## config.mk

```make
export PLATFORM = sky130hd
export DESIGN_NAME = irpl_top
export DESIGN_NICKNAME = d
export VERILOG_FILES = /design/src/include/irpl_pkg.sv /design/src/include/irpl_uart_if.sv /design/src/verilog/irpl_uart_route.sv /design/src/verilog/irpl_top.sv
export SDC_FILE = /design/constraint.sdc
export NUM_CORES = 1
export LEC_CHECK = 0
export BUFFER_PORTS_ARGS = -buffer_cell sky130_fd_sc_hd__buf_2
export CORE_MARGIN = 4
export CORE_UTILIZATION = 42
export CTS_BUF_LIST = sky130_fd_sc_hd__clkbuf_4
export DETAILED_ROUTE_END_ITERATION = 12
export PLACE_DENSITY = 0.77
export SLEW_MARGIN = 25
export SYNTH_ARGS = -nofsm -noshare
export SYNTH_HDL_FRONTEND = slang
export SYNTH_SLANG_ARGS = --single-unit
export TNS_END_PERCENT = 30
```

## constraint.sdc

```tcl
create_clock -name clk -period 2.2 [get_ports clk]
set_input_delay 0.33 -clock clk [delete_from_list [all_inputs] [get_ports clk]]
set_output_delay 0.33 -clock clk [all_outputs]
set_load 0.005 [all_outputs]
```

## src/include/irpl_pkg.sv

```systemverilog
// Contract
// - motherboard: line four driven by uart mapped to slot one or three
// - motherboard: line three driven by uart mapped to slot two or four
// - uart request gated by its enable; inactive when disabled or reset
// - adapter: one irq output per uart, carrying only its own request
// - floppy irq passes only while digital output register bit 3 is set
// - printer irq gated by control bit 4 and config register one, three
// - enhanced or ecp mode: printer irq pulses low, then releases the line
// - hardware reset clears functional state; configuration inputs untouched
// - adapter latches jumper inputs at falling reset edge, held through reset until the next falling edge
package irpl_pkg;
  localparam int unsigned CLK_HZ         = 25000000;
  localparam int unsigned RST_MIN_NS     = 500;
  localparam int unsigned RST_MIN_CYC    =
    (RST_MIN_NS * (CLK_HZ / 1000000) + 999) / 1000;
  localparam int unsigned PULSE_CYC      = 2;
  localparam int unsigned FD_IRQ_EN_BIT  = 3;
  localparam int unsigned PCR_IRQ_EN_BIT = 4;
  localparam int unsigned JUMPER_W       = 4;
  localparam logic [JUMPER_W-1:0] JUMPER_RST = 4'h0;
  // serial base address slot codes
  typedef enum logic [2:0] {
    IRPL_SLOT_OFF  = 3'b000,
    IRPL_SLOT_COM1 = 3'b001,
    IRPL_SLOT_COM2 = 3'b010,
    IRPL_SLOT_COM3 = 3'b011,
    IRPL_SLOT_COM4 = 3'b100
  } irpl_slot_t;
  typedef enum logic [1:0] {
    IRPL_PP_IDLE  = 2'b00,
    IRPL_PP_PULSE = 2'b01,
    IRPL_PP_WAIT  = 2'b10
  } irpl_pp_state_t;
endpackage

```

## src/include/irpl_uart_if.sv

```systemverilog
interface irpl_uart_if;
  import irpl_pkg::*;
  logic       req;
  logic       enable;
  irpl_slot_t slot;
  logic       gated;
  logic       to_line4;
  logic       to_line3;
  modport src (output req, output enable, output slot,
               input gated, input to_line4, input to_line3);
  modport gate (input req, input enable, input slot,
                output gated, output to_line4, output to_line3);
endinterface

```

## src/verilog/irpl_uart_route.sv

```systemverilog
module irpl_uart_route (
  irpl_uart_if.gate u
);
  import irpl_pkg::*;
  wire slot_a = (u.slot == IRPL_SLOT_COM1) || (u.slot == IRPL_SLOT_COM3);
  wire slot_b = (u.slot == IRPL_SLOT_COM2) || (u.slot == IRPL_SLOT_COM4);
  assign u.gated    = u.req & u.enable;
  assign u.to_line4 = u.gated & slot_a;
  assign u.to_line3 = u.gated & slot_b;
endmodule

```

## src/verilog/irpl_top.sv

```systemverilog
module irpl_top
  import irpl_pkg::*;
#(
  parameter int unsigned          PULSE_LEN = irpl_pkg::PULSE_CYC,
  parameter int unsigned          NJUMP     = irpl_pkg::JUMPER_W
) (
  input  wire logic               clk,
  input  wire logic               srst,
  input  wire logic               adapter_mode,
  input  wire logic               first_uart_req,
  input  wire logic               first_uart_irq_enable_reg,
  input  wire irpl_pkg::irpl_slot_t first_uart_slot,
  input  wire logic               second_uart_req,
  input  wire logic               second_uart_irq_enable_reg,
  input  wire irpl_pkg::irpl_slot_t second_uart_slot,
  input  wire logic               floppy_req,
  input  wire logic [7:0]         floppy_digital_output_reg,
  input  wire logic               printer_req,
  input  wire logic [7:0]         printer_ctrl_reg,
  input  wire logic               config_reg_one_irq_ok,
  input  wire logic               config_reg_three_irq_ok,
  input  wire logic               printer_shared_mode,
  input  wire logic [NJUMP-1:0]   jumper_in,
  output logic                    irq4_out,
  output logic                    irq3_out,
  output logic                    first_uart_irq_out,
  output logic                    second_uart_irq_out,
  output logic                    floppy_irq_out,
  output logic                    printer_port_irq_out,
  output logic                    printer_port_irq_oe,
  output logic [NJUMP-1:0]        jumper_latched
);
  import irpl_pkg::*;

  // pin-side inputs: two flops each
  logic [5:0] sync1_reg;
  logic [5:0] sync2_reg;
  wire  [5:0] raw_in = {adapter_mode, first_uart_req, second_uart_req,
                        floppy_req, printer_req, srst};
  always_ff @(posedge clk) begin
    sync1_reg <= raw_in;
    sync2_reg <= sync1_reg;
  end
  wire mode_ad  = sync2_reg[5];
  wire u1_req   = sync2_reg[4];
  wire u2_req   = sync2_reg[3];
  wire fd_req   = sync2_reg[2];
  wire pp_req   = sync2_reg[1];
  wire rst_seen = sync2_reg[0];

  logic [NJUMP-1:0] jsync1_reg;
  logic [NJUMP-1:0] jsync2_reg;
  always_ff @(posedge clk) begin
    jsync1_reg <= jumper_in;
    jsync2_reg <= jsync1_reg;
  end

  irpl_uart_if u1 ();
  irpl_uart_if u2 ();
  assign u1.req    = u1_req;
  assign u1.enable = first_uart_irq_enable_reg;
  assign u1.slot   = first_uart_slot;
  assign u2.req    = u2_req;
  assign u2.enable = second_uart_irq_enable_reg;
  assign u2.slot   = second_uart_slot;
  irpl_uart_route route1 (.u(u1));
  irpl_uart_route route2 (.u(u2));

  wire line4_next = ~mode_ad & (u1.to_line4 | u2.to_line4);
  wire line3_next = ~mode_ad & (u1.to_line3 | u2.to_line3);
  wire u1_out_next = mode_ad & u1.gated;
  wire u2_out_next = mode_ad & u2.gated;
  wire fd_next = fd_req & floppy_digital_output_reg[FD_IRQ_EN_BIT];
  wire pp_gated = pp_req & printer_ctrl_reg[PCR_IRQ_EN_BIT]
                  & config_reg_one_irq_ok & config_reg_three_irq_ok;

  // jumper latch on falling reset edge; survives reset by design
  logic rst_d_reg;
  logic [NJUMP-1:0] jumper_reg;
  wire rst_fall = rst_d_reg & ~rst_seen;
  always_ff @(posedge clk) begin
    rst_d_reg <= rst_seen;
    if (rst_fall && mode_ad) begin
      jumper_reg <= jsync2_reg;
    end
  end
  assign jumper_latched = jumper_reg;

  // shared-line pulse: low for PULSE_LEN, released until request drops
  irpl_pp_state_t pp_state_reg;
  irpl_pp_state_t pp_state_next;
  logic [7:0]     pp_cnt_reg;
  logic [7:0]     pp_cnt_next;
  wire pp_cnt_done = (pp_cnt_reg == 8'(PULSE_LEN - 1));
  always_comb begin
    pp_state_next = pp_state_reg;
    pp_cnt_next   = pp_cnt_reg;
    case (pp_state_reg)
      IRPL_PP_IDLE: begin
        pp_cnt_next = 8'h00;
        if (pp_gated && printer_shared_mode) begin
          pp_state_next = IRPL_PP_PULSE;
        end
      end
      IRPL_PP_PULSE: begin
        pp_cnt_next = pp_cnt_reg + 8'h01;
        if (pp_cnt_done) begin
          pp_state_next = IRPL_PP_WAIT;
        end
      end
      IRPL_PP_WAIT: begin
        if (!pp_gated) begin
          pp_state_next = IRPL_PP_IDLE;
        end
      end
      default: pp_state_next = IRPL_PP_IDLE;
    endcase
  end
  wire pulse_low_next = (pp_state_next == IRPL_PP_PULSE);
  wire pp_out_next = printer_shared_mode ? 1'b0 : pp_gated;
  wire pp_oe_next  = printer_shared_mode ? pulse_low_next : 1'b1;

  // outputs from flops; reset clears only functional state
  always_ff @(posedge clk) begin
    if (srst) begin
      irq4_out             <= 1'b0;
      irq3_out             <= 1'b0;
      first_uart_irq_out   <= 1'b0;
      second_uart_irq_out  <= 1'b0;
      floppy_irq_out       <= 1'b0;
      printer_port_irq_out <= 1'b0;
      printer_port_irq_oe  <= 1'b0;
      pp_state_reg         <= IRPL_PP_IDLE;
      pp_cnt_reg           <= 8'h00;
    end else begin
      irq4_out             <= line4_next;
      irq3_out             <= line3_next;
      first_uart_irq_out   <= u1_out_next;
      second_uart_irq_out  <= u2_out_next;
      floppy_irq_out       <= fd_next;
      printer_port_irq_out <= pp_out_next;
      printer_port_irq_oe  <= pp_oe_next;
      pp_state_reg         <= pp_state_next;
      pp_cnt_reg           <= pp_cnt_next;
    end
  end

  // reset history: a shift register clears its unknowns, a counter would not
  logic [RST_MIN_CYC-1:0] rst_hist_reg;
  always_ff @(posedge clk) begin
    rst_hist_reg <= {rst_hist_reg[RST_MIN_CYC-2:0], srst};
  end

  // shared pulse length helper; skips the cycle shared mode switches on
  logic       shared_d_reg;
  logic [7:0] oe_run_reg;
  wire        oe_run_inc = printer_port_irq_oe && printer_shared_mode
                           && shared_d_reg;
  always_ff @(posedge clk) begin
    shared_d_reg <= printer_shared_mode;
    if (!oe_run_inc) begin
      oe_run_reg <= 8'h00;
    end else if (oe_run_reg != 8'hff) begin
      oe_run_reg <= oe_run_reg + 8'h01;
    end
  end
endmodule

```

==> results.txt, run 1 <==
worst r2r dst = printer_port_irq_oe
P_leak = 0.689 nW
Synth Register Bits = 42
DRT antenna net count = 0
die area = 4160 sq um
crit start category = flop
Clk Tree Root Cell = clkbuf_4
IO Port Bufs = 34
Antenna Cells = 0
Area Overhead vs Synth = 21.9%
Synth area leader = dfxtp_1
CP Max Fanout = 7
dominant cells by area after synthesis = dfxtp_1 57%, edfxtp_1 9.0%, nand2_1 3.1%
fin crit share = 72.3%
post-synthesis average cell area = 11.7 sq um
Reg area = 881 sq um
Worst-Margin Slew = 0.384 ns
vias post-DR = 953
post-route non-filler standard cell count = 198
Setup crit end kind = flop
Worst Skew = 0.00919 ns
number of cells produced by synthesis = 114
share of layout cells above drive strength 1 = 30.5%
synthesized net count = 154
max-slew violations = 0
setup repair after global routing missed its margin = false
setup_tns = 0 ns
vias in the first global route = 942
Remaining DRCs = 0
Hold Fails Final Rpt = 0
Worst EP required = 2.42 ns
Critical Path AT = 1.81 ns
Final Setup Violations = 0
io pins = 49
ys flop type = dfxtp_1
DRT iter0 DRCs = 31
Reg clk slew, reported paths = 0.11 ns
CTS sink cnt = 42
Total Wirelength = 2240 um
Finished Core Util = 53.4%
hpwl dp = 1670 um
core area = 3050 sq um
Synth top area share = 56.8%
worst rel slew slack = 74.1%
vias per cell = 4.81
largest net degree at the start of global routing = 16
row count = 20
number of synthesized flops with an enable pin = 4
total gr overflow = 0
die width = 64.5 um
status = finished clean
CTS HTree Levels = 2
total CTS buffers = 5
Skew-Pair Late Insertion Delay = 0.34 ns
placed cells = 190
RePlAce Congestion = 0.767
initial core utilization = 43.9%
first-pass GRT wire length = 3970 um
max FFs per register = 8
f_max = 628 MHz
Setup crit end = printer_port_irq_oe
min Tclk post-route = 1.59 ns
Post-synth ARST share = 0%
routed length per instance = 11.3 um
clk buf depth = 2
cell area power density = 823 nW/um^2
max_cap viols = 0
CP startpoint = pp_cnt_reg[0]
TritonCTS clock tree = built
area of the multi-input gates = 435 sq um
Hold WC Path Type = in2reg
Crit Path Category = reg2reg
final net count = 193
reg2reg start = pp_cnt_reg[0]
Hold-fix buffers, CTS = 0
Unique masters post-synth = 34
Synth warnings = 0
peak supply drop = 0.553 mV
initial antenna violation count = 0
Layout fillers = 278
post-cts repair resize count = 0
All-Layer GR Usage = 12.3%
post-synthesis cell area = 1340 sq um
DRT Pass-1 Iters = 4
register area share after synthesis = 65.8%
worst-case reg-to-reg path depth = 4
setup repair bufs after CTS = 0
FF-to-FF setup slack = 0.61 ns
Die Ht = 64.5 um
-- worst min-delay path by stage --
stage          slack [ns]  cells after the start            end     startpoint
2_1_floorplan        0.31                      0  jsync2_reg[0]  jsync1_reg[0]
4_1_cts              0.07                      1   sync1_reg[5]   adapter_mode
5_1_grt              0.05                      1   sync1_reg[5]   adapter_mode
6_report             0.09                      1  jsync1_reg[3]   jumper_in[3]
3_3_place_gp         0.31                      0   sync2_reg[0]   sync1_reg[0]
3_5_place_dp         0.31                      0   sync2_reg[2]   sync1_reg[2]
-- critical path, cell delays in order, from the launching register on --
cell	delay, ns
dfxtp_1	0.45
ha_1	0.17
nor4b_1	0.33
a211oi_1	0.16
or3b_1	0.36
-- cells in the mapped netlist (2+ instances only) --
cell type / number
a211oi_1: 3
a21oi_1: 4
a31oi_1: 2
dfxtp_1: 38
edfxtp_1: 4
ha_1: 2
inv_1: 2
nand2_1: 11
nand3_1: 6
nand4b_1: 2
nor2_1: 8
nor2b_1: 2
o21ai_0: 4
or3_1: 5
xnor2_1: 2
-- through the flow --
step | setup WS [ns] | hold slack (ns) | power [W] | instance area [sq um]
global placement | 0.599 | 0.311 | 0.000872 | 1550
global route | 0.493 | 0.0539 | 0.00141 | 1630
detailed placement | 0.609 | 0.313 | 0.000875 | 1550
finish | 0.609 | 0.0863 | 0.00134 | 1630
floorplan | 0.772 | 0.310 | 0.000841 | 1340
CTS | 0.586 | 0.0725 | 0.00136 | 1630
-- cell families after synthesis --
kind of cell | share of synthesized area [%]
adder cells (fa/ha/maj) | 1.87
buffers and inverters | 1.68
AO/OA/AOI/OAI | 8.13
flip-flops | 65.8
XOR/XNOR | 1.31
AND/OR/NAND/NOR | 21.2
-- cell type report --
type / instances / share of cell area (%)
clock buffer: 7 / 3.22
clock inverter: 1 / 1.84
inverter: 2 / 0.460
multi-input combinational: 68 / 26.7
sequential: 42 / 54.0
tap: 44 / 3.37
timing repair buffer: 34 / 10.4
-- cells in the final DEF (no fill, tap or decap), types with 2 or more instances in the layout --
cell type  instances
ha_1               2
a211oi_1           3
dfxtp_1           38
o21ai_0            4
a21oi_1            4
clkbuf_4           7
buf_2             34
or3_1              5
nor2b_1            2
a31oi_1            2
nand3_1            6
nand4b_1           2
edfxtp_1           4
nor2_1             8
nand2_1           11
inv_1              2
xnor2_1            2
-- report_power, final --
part | internal (W) | switching, W | total [W]
Sequential | 0.000799 | 0.00000861 | 0.000808
Clock | 0.000266 | 0.000220 | 0.000486
Combinational | 0.0000273 | 0.0000219 | 0.0000492
Total | 0.00109 | 0.000250 | 0.00134
-- per-layer routing --
metal | vias up | global-route usage, % | routed length, um
met4 | 0 | 5.01 | 36
met5 | - | 0 | 0
li1 | 483 | - | -
met1 | 438 | 13.6 | 934
met3 | 5 | 5.37 | 137
met2 | 27 | 20.6 | 1130
Note: power is estimated with default switching activity, not from simulation.
==> run 2, diff against run 1 <==
- PLACE_DENSITY: 0.77 -> 0.79
- clock period: 2.2 -> 1.4 ns (I/O delays scaled with it)
==> results.txt, run 2 (synthesis results as in run 1) <==
Worst-Margin Slew = 0.330 ns
Hold WC Path Type = in2reg
placed instance area = 1620 sq um
cell area power density = 1060 nW/um^2
All-Layer GR Usage = 14.6%
Remaining DRCs = 0
core area = 3050 sq um
share of layout cells above drive strength 1 = 37.2%
largest net degree at the start of global routing = 13
vias post-DR = 1026
Worst Skew = 0.00667 ns
Setup crit end kind = flop
peak supply drop = 0.877 mV
final net count = 211
Skew-Pair Late Insertion Delay = 0.34 ns
total CTS buffers = 5
die width = 64.5 um
vias per cell = 4.75
area of the multi-input gates = 487 sq um
Worst EP required = 1.64 ns
io pins = 49
fin area = 1820 sq um
Layout fillers = 269
RePlAce Congestion = 0.725
fin crit share = 97.4%
first-pass GRT wire length = 4510 um
TritonCTS clock tree = built
post-route non-filler standard cell count = 216
Reg area = 883 sq um
f_max = 733 MHz
Reg clk slew, reported paths = 0.11 ns
Final Setup Violations = 0
Critical Path AT = 1.60 ns
max FFs per register = 8
crit start category = flop
total gr overflow = 0
commonest non-fill, non-tap cell in the layout = dfxtp_1
initial antenna violation count = 0
CTS sink cnt = 42
initial core utilization = 43.9%
Antenna Cells = 0
status = finished clean
CP Max Fanout = 3
max_cap viols = 0
slowest library cell on the worst path = or3b_1
Post-Place Worst Slack = -0.0238 ns
row count = 20
die area = 4160 sq um
FF-to-FF setup slack = 0.04 ns
Final Worst Setup Slack = 0.0365 ns
vias in the first global route = 1028
DRT Pass-1 Iters = 4
Total Wirelength = 2710 um
hpwl dp = 1990 um
setup repair after global routing missed its margin = true
min Tclk post-route = 1.36 ns
Worst path max stage delay = 0.35 ns
Hold Fails Final Rpt = 0
crit-path cells = inv_1 > ha_1 > nor4b_4 > a211oi_2 > or3b_1
P_leak = 0.768 nW
DRT antenna net count = 0
commonest non-fill, non-tap cells in the layout = 36 x dfxtp_1, 34 x buf_2, 11 x nand2_1, 9 x dlygate4sd3_1
Die Ht = 64.5 um
worst rel slew slack = 77.9%
IO Port Bufs = 34
Clk Tree Root Cell = clkbuf_4
routed length per instance = 12.5 um
DRT iter0 DRCs = 13
placed cells = 198
clk buf depth = 2
Area Overhead vs Synth = 35.8%
Crit Path Category = reg2reg
CTS HTree Levels = 2
max-slew violations = 0
## run 2: cell count changes in the layout (fill, tap and decap cells not counted), moves of 2 or more
cell	before	now
buf_4	0	8
dfxtp_1	38	36
dfxtp_2	0	2
dlygate4sd3_1	0	9
or3_1	5	3
or3_4	0	2
## run 2: power breakdown
group | switching (W) | internal [W] | total (W) | leakage (nW)
registers | 0.0000133 | 0.00126 | 0.00127 | 0.353
logic | 0.0000408 | 0.0000638 | 0.000105 | 0.382
clock network | 0.000351 | 0.000208 | 0.000559 | 0.0331
total | 0.000405 | 0.00153 | 0.00193 | 0.768
## run 2: worst paths after layout
kind,startpoint,end,cells after the start
min reg2reg,jsync1_reg[1],jsync2_reg[1],0
max reg2reg,pp_cnt_reg[1],printer_port_irq_oe,5
max,pp_cnt_reg[1],printer_port_irq_oe,5
min,printer_shared_mode,printer_port_irq_out,2
## run 2: repair_timing
item | in CTS | in global routing
setup buffers | 0 | 1
gates resized for setup | 3 | 8
endpoints found under the setup margin | 3 | 5
pin swaps | 0 | 1
hold buffers | 9 | 0
hold endpoints to repair | 9 | 0
gates cloned | 0 | 0
## run 2: area by class of cell
class	instances	share of cell area (%)
timing repair buffer	52	18.2
clock inverter	2	0.482
inverter	2	0.413
sequential	42	48.6
tap	44	3.03
multi-input combinational	68	26.8
clock buffer	6	2.48
## run 2: metal layers
layer	GRT usage (%)	part of all wire [%]	vias to the layer above
li1	-	-	517
met2	27.1	55	30
met1	14.4	39	475
met5	0	0	-
met3	4.16	4.6	4
met4	7.92	1.3	0
## run 2: worst max-delay path: cells and delay by family, from the launching register on
family,cells,cell delay [ns]
simple gates,2,0.59
flops,1,0.34
buf+inv,1,0.06
compound gates,1,0.12
fa+ha+maj,1,0.15
## run 2: through the flow
stage / power, W / utilization [%] / hold WS (ns) / TNS [ns]
after floorplan: 0.00132 / - / 0.238 / 0
after global placement: 0.00137 / 52.9 / 0.312 / 0
after detailed placement: 0.00138 / 52.9 / 0.312 / -0.0238
after CTS: 0.00196 / 57.9 / 0.0405 / 0
after global routing: 0.00203 / 59.5 / 0.0282 / -0.0165
final: 0.00193 / 59.5 / 0.0512 / 0
